==> src/usm_pkg.sv <==
// Shared constants, types and helpers for the serial port SPI master mode
package usm_pkg;
  localparam int unsigned FRAME_BITS = 8;
  localparam logic [4:0] FRAME_EDGES = 5'h10;
  localparam logic [3:0] FRAME_BITS_W = 4'h8;
  localparam logic [1:0] MODE_MSPI = 2'h3;
  localparam int unsigned DIV_W = 12;
  localparam logic [11:0] DIV_RESET = 12'h000;
  localparam logic [1:0] RX_DEPTH = 2'h2;
  localparam logic IDLE_LEVEL = 1'b1;
  localparam logic [7:0] BYTE_ZERO = 8'h00;
  localparam logic [2:0] ERR_ZERO = 3'h0;
  localparam real CLOCK_MHZ = 10.0;

  typedef enum logic
  {
    ST_IDLE = 1'b0,
    ST_SHIFT = 1'b1
  } usm_state_t;

  // Wire position of bit number n inside the byte for the chosen order
  function automatic logic [2:0] bitPos(input logic [2:0] n, input logic lsbFirst);
    return lsbFirst ? n : 3'h7 - n;
  endfunction
endpackage

==> src/usm_baud_if.sv <==
// Link between the transfer engine and the baud tick generator
`timescale 1ns/1ns
`default_nettype none
interface usm_baud_if;
  logic run;
  logic [usm_pkg::DIV_W-1:0] divisor;
  logic tick;
  modport gen (input run, input divisor, output tick);
  modport user (output run, output divisor, input tick);
endinterface
`default_nettype wire

==> src/usm_baud_gen.sv <==
// Baud tick generator: one tick per transfer clock half period
`timescale 1ns/1ns
`default_nettype none
module usm_baud_gen
(
  input wire logic clock,
  input wire logic rstSyncN,
  usm_baud_if.gen baud
);
  import usm_pkg::*;

  logic [DIV_W-1:0] cnt_q;
  logic [DIV_W-1:0] cnt_d;
  logic tick_q;
  logic tick_d;

  // ----------------------------------------
  // Half period counter
  // ----------------------------------------
  always_comb
  begin
    cnt_d = cnt_q;
    tick_d = 1'b0;
    if (!baud.run)
    begin
      // Restart on each idle so the first edge always gets a full half period
      cnt_d = DIV_RESET;
    end
    else if (cnt_q >= baud.divisor)
    begin
      cnt_d = DIV_RESET;
      tick_d = 1'b1;
    end
    else
    begin
      cnt_d = cnt_q + 12'h001;
    end
  end

  always_ff @(posedge clock or negedge rstSyncN)
  begin
    if (!rstSyncN)
    begin
      cnt_q <= DIV_RESET;
      tick_q <= 1'b0;
    end
    else
    begin
      cnt_q <= cnt_d;
      tick_q <= tick_d;
    end
  end

  assign baud.tick = tick_q;
endmodule
`default_nettype wire

==> src/usm_spi_master.sv <==
// Serial port in SPI master mode: transfer engine, buffers and pin control
`timescale 1ns/1ns
`default_nettype none
module usm_spi_master
(
  input wire logic clock,
  input wire logic rstn,
  input wire logic [1:0] portModeSel,
  input wire logic txEnable,
  input wire logic rxEnable,
  input wire logic bitOrderLsb,
  input wire logic clockPhase,
  input wire logic clockPolarity,
  input wire logic clockPinDirection,
  input wire logic baudWrite,
  input wire logic [usm_pkg::DIV_W-1:0] baudWriteValue,
  input wire logic dataWrite,
  input wire logic [7:0] dataWriteByte,
  input wire logic dataRead,
  input wire logic txCompleteClear,
  input wire logic serialIn,
  output logic [7:0] dataReadByte,
  output logic txBufferEmpty,
  output logic txComplete,
  output logic rxComplete,
  output logic framingError,
  output logic dataOverrun,
  output logic parityError,
  output logic serialOut,
  output logic serialOutOe,
  output logic serialInOverride,
  output logic transferClock,
  output logic transferClockOe
);
  import usm_pkg::*;

  // ----------------------------------------
  // Reset release and input synchroniser
  // ----------------------------------------
  logic [1:0] rstPipe_q;
  logic rstSyncN;
  logic sinMeta_q;
  logic sinSync_q;

  always_ff @(posedge clock or negedge rstn)
  begin
    if (!rstn)
    begin
      rstPipe_q <= 2'h0;
    end
    else
    begin
      rstPipe_q <= {rstPipe_q[0], 1'b1};
    end
  end

  assign rstSyncN = rstPipe_q[1];

  always_ff @(posedge clock or negedge rstSyncN)
  begin
    if (!rstSyncN)
    begin
      sinMeta_q <= 1'b0;
      sinSync_q <= 1'b0;
    end
    else
    begin
      sinMeta_q <= serialIn;
      sinSync_q <= sinMeta_q;
    end
  end

  // ----------------------------------------
  // Baud divisor and tick generator
  // ----------------------------------------
  logic [DIV_W-1:0] baudDiv_q;
  logic [DIV_W-1:0] baudDiv_d;
  usm_baud_if baudLink ();

  always_comb
  begin
    baudDiv_d = baudWrite ? baudWriteValue : baudDiv_q;
  end

  always_ff @(posedge clock or negedge rstSyncN)
  begin
    if (!rstSyncN)
    begin
      baudDiv_q <= DIV_RESET;
    end
    else
    begin
      baudDiv_q <= baudDiv_d;
    end
  end

  usm_baud_gen baudGen
  (
    .clock(clock),
    .rstSyncN(rstSyncN),
    .baud(baudLink.gen)
  );

  // ----------------------------------------
  // Transfer engine
  // ----------------------------------------
  usm_state_t state_q;
  usm_state_t state_d;
  logic [7:0] txBuf_q;
  logic [7:0] txBuf_d;
  logic txBufEmpty_q;
  logic txBufEmpty_d;
  logic [7:0] txShift_q;
  logic [7:0] txShift_d;
  logic [7:0] rxShift_q;
  logic [7:0] rxShift_d;
  logic [4:0] edgeCnt_q;
  logic [4:0] edgeCnt_d;
  logic sck_q;
  logic sck_d;
  logic sout_q;
  logic sout_d;
  logic txDone_q;
  logic txDone_d;
  logic soutOe_q;
  logic soutOe_d;
  logic sinOvr_q;
  logic sinOvr_d;
  logic sckOe_q;
  logic sckOe_d;
  logic masterMode;
  logic acceptWrite;
  logic doLoad;
  logic frameDone;
  logic sampleStb;
  logic setupStb;
  logic [3:0] nextBit;

  // both mode bits must be one
  assign masterMode = (portModeSel == MODE_MSPI);
  // writes need the transmitter; full buffer ignores writes
  assign acceptWrite = dataWrite && txBufEmpty_q && masterMode && txEnable;
  assign baudLink.divisor = baudDiv_q;

  always_comb
  begin
    state_d = state_q;
    txBuf_d = txBuf_q;
    txBufEmpty_d = txBufEmpty_q;
    txShift_d = txShift_q;
    rxShift_d = rxShift_q;
    edgeCnt_d = edgeCnt_q;
    sck_d = sck_q;
    sout_d = sout_q;
    txDone_d = txDone_q;
    doLoad = 1'b0;
    frameDone = 1'b0;
    sampleStb = 1'b0;
    setupStb = 1'b0;
    nextBit = {1'b0, edgeCnt_q[3:1]} + {3'h0, ~clockPhase};
    unique case (state_q)
      ST_IDLE:
      begin
        // idle clock level is the polarity
        sck_d = clockPolarity;
        sout_d = IDLE_LEVEL;
        doLoad = !txBufEmpty_q && masterMode;
      end
      ST_SHIFT:
      begin
        if (baudLink.tick)
        begin
          sck_d = ~sck_q;
          edgeCnt_d = edgeCnt_q + 5'h01;
          // sample and setup on opposite edges
          if (edgeCnt_q[0] == clockPhase)
          begin
            sampleStb = 1'b1;
            rxShift_d[bitPos(edgeCnt_q[3:1], bitOrderLsb)] = sinSync_q;
          end
          else
          begin
            setupStb = 1'b1;
            if (nextBit < FRAME_BITS_W)
            begin
              sout_d = txShift_q[bitPos(nextBit[2:0], bitOrderLsb)];
            end
          end
          // eight bits make sixteen clock edges
          if (edgeCnt_q == FRAME_EDGES - 5'h01)
          begin
            frameDone = 1'b1;
            // chain the buffered byte or go idle
            doLoad = !txBufEmpty_q;
            if (txBufEmpty_q)
            begin
              state_d = ST_IDLE;
              sout_d = IDLE_LEVEL;
              txDone_d = txDone_q || !acceptWrite;
            end
          end
        end
      end
    endcase
    // buffer moves to shifter only when it is free
    if (doLoad)
    begin
      state_d = ST_SHIFT;
      txShift_d = txBuf_q;
      txBufEmpty_d = 1'b1;
      edgeCnt_d = 5'h00;
      sck_d = clockPolarity;
      // Phase zero presents the first bit before the leading edge
      if (!clockPhase)
      begin
        sout_d = txBuf_q[bitPos(3'h0, bitOrderLsb)];
      end
    end
    // a write starts a full duplex transfer
    if (acceptWrite)
    begin
      txBuf_d = dataWriteByte;
      txBufEmpty_d = 1'b0;
    end
    // write one clears; a same cycle set wins
    if (txCompleteClear && !(frameDone && txBufEmpty_q && !acceptWrite))
    begin
      txDone_d = 1'b0;
    end
    // pin held until pending bytes are out
    soutOe_d = masterMode && (txEnable || state_q == ST_SHIFT || !txBufEmpty_q);
    // receiver owns serial in only when enabled
    sinOvr_d = masterMode && rxEnable;
    sckOe_d = clockPinDirection;
  end

  // Keeps counting through a chained reload so the gap stays one half period
  assign baudLink.run = (state_q == ST_SHIFT);

  always_ff @(posedge clock or negedge rstSyncN)
  begin
    if (!rstSyncN)
    begin
      state_q <= ST_IDLE;
      txBuf_q <= BYTE_ZERO;
      txBufEmpty_q <= 1'b1;
      txShift_q <= BYTE_ZERO;
      rxShift_q <= BYTE_ZERO;
      edgeCnt_q <= 5'h00;
      sck_q <= 1'b0;
      sout_q <= IDLE_LEVEL;
      txDone_q <= 1'b0;
      soutOe_q <= 1'b0;
      sinOvr_q <= 1'b0;
      sckOe_q <= 1'b0;
    end
    else
    begin
      state_q <= state_d;
      txBuf_q <= txBuf_d;
      txBufEmpty_q <= txBufEmpty_d;
      txShift_q <= txShift_d;
      rxShift_q <= rxShift_d;
      edgeCnt_q <= edgeCnt_d;
      sck_q <= sck_d;
      sout_q <= sout_d;
      txDone_q <= txDone_d;
      soutOe_q <= soutOe_d;
      sinOvr_q <= sinOvr_d;
      sckOe_q <= sckOe_d;
    end
  end

  // ----------------------------------------
  // Receive buffer, two deep
  // ----------------------------------------
  logic [7:0] rxBuf_q [0:1];
  logic [7:0] rxBuf_d [0:1];
  logic [1:0] rxCount_q;
  logic [1:0] rxCount_d;
  logic rxPush;
  logic rxPop;

  assign rxPush = frameDone && rxEnable;
  assign rxPop = dataRead && (rxCount_q != 2'h0);

  always_comb
  begin
    rxBuf_d = rxBuf_q;
    rxCount_d = rxCount_q;
    if (!rxEnable)
    begin
      // Disabling the receiver flushes unread bytes
      rxCount_d = 2'h0;
    end
    else
    begin
      if (rxPop)
      begin
        rxBuf_d[0] = rxBuf_q[1];
        rxCount_d = rxCount_q - 2'h1;
      end
      // full buffer drops the newest byte
      if (rxPush && rxCount_d < RX_DEPTH)
      begin
        rxBuf_d[rxCount_d[0]] = rxShift_d;
        rxCount_d = rxCount_d + 2'h1;
      end
    end
  end

  always_ff @(posedge clock or negedge rstSyncN)
  begin
    if (!rstSyncN)
    begin
      rxBuf_q[0] <= BYTE_ZERO;
      rxBuf_q[1] <= BYTE_ZERO;
      rxCount_q <= 2'h0;
    end
    else
    begin
      rxBuf_q <= rxBuf_d;
      rxCount_q <= rxCount_d;
    end
  end

  // ----------------------------------------
  // Status and pin outputs
  // ----------------------------------------
  logic [2:0] errFlags_q;
  logic rxComplete_q;

  // error flags unused in this mode
  always_ff @(posedge clock or negedge rstSyncN)
  begin
    if (!rstSyncN)
    begin
      errFlags_q <= ERR_ZERO;
      rxComplete_q <= 1'b0;
    end
    else
    begin
      errFlags_q <= ERR_ZERO;
      rxComplete_q <= (rxCount_d != 2'h0);
    end
  end

  assign dataReadByte = rxBuf_q[0];
  assign txBufferEmpty = txBufEmpty_q;
  assign txComplete = txDone_q;
  assign rxComplete = rxComplete_q;
  assign framingError = errFlags_q[0];
  assign dataOverrun = errFlags_q[1];
  assign parityError = errFlags_q[2];
  assign serialOut = sout_q;
  assign serialOutOe = soutOe_q;
  assign serialInOverride = sinOvr_q;
  assign transferClock = sck_q;
  assign transferClockOe = sckOe_q;

  // ----------------------------------------
  // Checks
  // ----------------------------------------
  logic [3:0] sampleCnt_q;

  always_ff @(posedge clock or negedge rstSyncN)
  begin
    if (!rstSyncN)
    begin
      sampleCnt_q <= 4'h0;
    end
    else
    begin
      sampleCnt_q <= doLoad ? 4'h0 : sampleCnt_q + {3'h0, sampleStb};
    end
  end
endmodule
`default_nettype wire

==> config.mk <==
export PLATFORM = sky130hd
export DESIGN_NAME = usm_spi_master
export DESIGN_NICKNAME = d
export VERILOG_FILES = /design/src/usm_pkg.sv /design/src/usm_baud_if.sv /design/src/usm_baud_gen.sv /design/src/usm_spi_master.sv
export SDC_FILE = /design/constraint.sdc
export NUM_CORES = 1
export LEC_CHECK = 0
export ABC_AREA = 1
export BUFFER_PORTS_ARGS = -buffer_cell sky130_fd_sc_hd__buf_2
export CAP_MARGIN = 5
export CORE_UTILIZATION = 32
export CTS_CLUSTER_DIAMETER = 200
export CTS_CLUSTER_SIZE = 14
export DETAILED_ROUTE_END_ITERATION = 6
export GPL_ROUTABILITY_DRIVEN = 0
export GPL_TIMING_DRIVEN = 0
export PLACE_DENSITY = 0.6
export SYNTH_ARGS = -nofsm -noshare
export SYNTH_HDL_FRONTEND = slang
export SYNTH_SLANG_ARGS = --single-unit
==> constraint.sdc <==
create_clock -name clock -period 2.75 [get_ports clock]
set_input_delay 0.55 -clock clock [delete_from_list [all_inputs] [get_ports clock]]
set_output_delay 0.55 -clock clock [all_outputs]
set_load 0.1 [all_outputs]
==> Implementation_results.wiki <==
{| class="wikitable"
! Metric !! Value
|-
| Slew margin rel. || 65.9%
|-
| Synth Register Bits || 85
|-
| Number of antenna violations at the first check in global routing || 0
|-
| Area growth from synthesis to layout || 18.4%
|-
| Number of gates resized after CTS || 0
|-
| Maximum fanout count along the critical path || 10
|-
| Area fraction in and, or, nand and nor cells after synthesis || 23.0%
|-
| Post-synthesis cell area || roughly 4400 um^2
|-
| Endpoint arrival time on the critical path || approximately 2.5 ns
|-
| Final hold slack || 0.223 ns
|-
| Post-synth top area share || around 47%
|-
| Power Dens Cells || 955 nW/um^2
|-
| Minimum clock period after layout || 2.19 ns
|-
| WP buf/inv || 3
|-
| GRT Util Overall || between 10% and 20%
|-
| CP Capture Type || flip-flop
|-
| Total Power Consumption || 4.98 mW
|-
| Commonest non-fill, non-tap cell in the layout || sky130_fd_sc_hd__nand2_1
|-
| Post-Synth Adder-Cell Area || 5.12%
|-
| Part of the Yosys area used for sequential elements || approximately half
|-
| Post-synthesis compound-gate area fraction || a little under 8%
|-
| Average routed wire per standard cell || approximately 11 um
|-
| Static leakage || around 2.7 nW
|-
| Element type at the critical path start || flip-flop
|-
| Category of the critical setup timing path || flip-flop to flip-flop
|-
| Total global routing overflow || 0
|-
| Commonest non-fill, non-tap cells in the layout || 139 x sky130_fd_sc_hd__nand2_1, 82 x sky130_fd_sc_hd__dfrtp_1, 74 x sky130_fd_sc_hd__inv_1
|-
| Die Y-Extent || 119 um
|-
| Largest family of logic cells by synthesized area || simple AND/OR/NAND/NOR gates
|-
| Area of all placed cells without fillers || 5210 um^2
|-
| Clock tree buffer depth || 2
|-
| Core Region || about 13000 um^2
|-
| Via-to-Cell Ratio || approximately 4.4
|-
| CTS sink count || 85
|-
| GR peak layer || met2
|-
| CP Launch Point || edgeCnt_q[1]
|-
| GR Util met3 || 2.97%
|-
| Cell type contributing the most total cell area after synthesis || sky130_fd_sc_hd__dfrtp_1
|-
| Max cap viols || 0
|-
| Via count of the first global-routing pass || 3528
|-
| TritonCTS clock tree || done
|-
| Clock transition at the registers of the reported paths || 0.06 ns
|-
| Total of warnings raised by yosys || 0
|-
| Setup repair after global routing missed its margin || no
|-
| Maximum vdd drop || 566 uV
|-
| Worst-case register-to-register setup slack || 0.56 ns
|-
| Share of the clock period used by the worst path || 79.7%
|-
| R2R cell count || 12
|-
| Final Setup Violations || 0
|-
| Master of the slowest instance on the critical path || sky130_fd_sc_hd__dfrtp_1
|-
| Antenna cells || 0
|-
| Number of nets still failing antenna checks after routing || 0
|-
| Met1 track demand over resource in global routing || 16.0%
|-
| Iteration count of the initial detailed-routing pass || 6
|-
| Maximum level of the CTS H-tree || 3
|-
| Proportion of synthesized area in mux cells || 2.30%
|-
| Global-route wire length before repair || 15300 um
|-
| Clock Skews || approximately 0.0048 ns
|-
| Placed cell area || between 4000 and 5000 um^2
|-
| Port-buffer cells || 49
|-
| Horizontal die dimension || 119 um
|-
| Share of layout cells above drive strength 1 || around a fifth
|-
| Parity-gate share of the synthesized area counting xor and xnor cells || 2.73%
|-
| Total number of vias || approximately 3400
|-
| Required @ worst endpoint || 3.03 ns
|-
| Number of remaining DRC errors || 0
|-
| Largest net degree at the start of global routing || 63
|-
| # nets final || 647
|-
| Path type of the worst min-delay path || flip-flop to async pin
|-
| First-iteration detailed-routing DRC count || 145
|-
| Setup ws final || 0.557 ns
|-
| Area enclosed by the die boundary || 14200 um^2
|-
| Critical path's top delay family || simple AND/OR/NAND/NOR gates
|-
| Accumulated negative setup slack || 0 ns
|-
| Half-perimeter wire length after placement || 6550 um
|-
| I/O pins || 54
|-
| Most area-consuming cells after synthesis || sky130_fd_sc_hd__dfrtp_1 47%, sky130_fd_sc_hd__nand2_1 12%, sky130_fd_sc_hd__inv_1 6.3%
|-
| Start of the worst register-to-register path || edgeCnt_q[1]
|-
| Area occupied by multi-input gates || 1820 um^2
|-
| Clk root buf || sky130_fd_sc_hd__clkbuf_16
|-
| Initial core utilization || about a third
|-
| Total CTS buffers || 9
|-
| Number of max-slew violations in the final report || 0
|-
| Final hold viol count || 0
|-
| Slew at the pin closest to its max-slew limit || ~0.51 ns
|-
| GRT met2 Usage || 23.3%
|-
| Max Clock Freq || between 0.4 and 0.5 GHz
|-
| Max stage delay on crit path || approximately 0.47 ns
|-
| Reg-to-Reg End || dataReadByte[6]
|-
| Number of instances in the synthesized netlist || 530
|-
| Wirelength, routed || 8670 um
|-
| Synthesized area divided by synthesized cell count || 8.31 um^2
|-
| Area taken by flip-flops and latches || 2130 um^2
|-
| Post-place setup slack || 0.558 ns
|-
| Result of the run || completed
|-
| Distinct cell type count of the synthesized netlist || 38
|-
| Count of standard-cell rows || 42
|-
| Source-to-sink clock delay at the later pin of the worst-skew pair || 0.34 ns
|-
| Cells along the critical path || ha_1 > inv_1 > nor3_1 > ha_1 > nand2_2 > clkinv_2 > nand3_4 > nor2_8 > inv_4 > a21oi_1 > nand2_1 > nand2_1
|-
| Number of fill cells || approximately 1400
|}
[power by group]
part	switching (mW)	leakage (nW)	internal (mW)
clock network	0.482	0.143	0.726
registers	0.223	1.02	1.56
logic	1.39	1.55	0.593
[state kept, by name, indices dropped and copies added, names as in the netlist, 2 cells and up, named ones only]
name	cells
txBuf_q	8
baudGen.cnt_q	12
dataReadByte	8
txShift_q	8
rstPipe_q	2
rxShift_q	8
edgeCnt_q	5
rxCount_q	2
baudDiv_q	12
[worst max-delay path by stage]
stage / to / slack (ns) / depth (start not counted)
floorplan: async pin / 0.21 / 0
global placement: dataReadByte[6] / -0.70 / 0
detailed placement: dataReadByte[5] / 0.56 / 12
CTS: dataReadByte[5] / 0.54 / 12
global route: dataReadByte[4] / 0.37 / 12
finish: dataReadByte[6] / 0.56 / 12
[routing by layer]
| layer | routed length, um | part of all wire, % |
|---|---|---|
| met2 | 4140 | 48 |
| met4 | 209 | 2.4 |
| met1 | 4040 | 47 |
| met3 | 276 | 3.2 |
| met5 | 0 | 0 |
[cell families (layout without fill, tap and decap cells)]
| logic type | Yosys count | in the layout |
|---|---|---|
| compound gates | 67 | 67 |
| fa+ha+maj | 18 | 18 |
| buf+inv | 106 | 173 |
| xor+xnor | 12 | 12 |
| other cells | 2 | 4 |
| simple gates | 231 | 231 |
| flops | 85 | 85 |
| mux | 9 | 9 |
[area by class of cell]
type	instances	area share [%]
Timing Repair Buffer	51	5.43
Clock inverter	4	0.912
Clock buffer	12	4.73
Inverter	84	6.12
Multi-Input combinational cell	341	35.0
Tap cell	176	4.23
Sequential cell	85	40.9
Buffer	22	2.64
[synthesized netlist by cell type (all sizes together)]
cell and n:
xnor2 3, conb 2, o22ai 1, o21bai 1, mux2 9, a211oi 1, dfrtp 83, or2 2
buf 15, a22o 1, clkbuf 7, inv 82, a21oi 25, clkinv 2, dfstp 2, a31oi 2
and3 1, nand2 142, a22oi 1, ha 18, nor2 30, nand4 2, nor4 1, xor2 9
nand3 37, o21ai 35, nor3 16
[timing repair]
item | 4_1_cts | 5_1_grt
hold endpoints to repair | 2 | 0
hold buffers | 1 | 0
buffers inserted | 0 | 0
[per-stage QoR]
step | std cells | util, %
4_1_cts | 775 | 39.0
3_5_place_dp | 758 | 36.8
5_1_grt | 775 | 39.0
2_1_floorplan | 532 | -
6_report | 775 | 39.0
3_3_place_gp | 757 | 36.5
(Power assumes the default switching activity.)
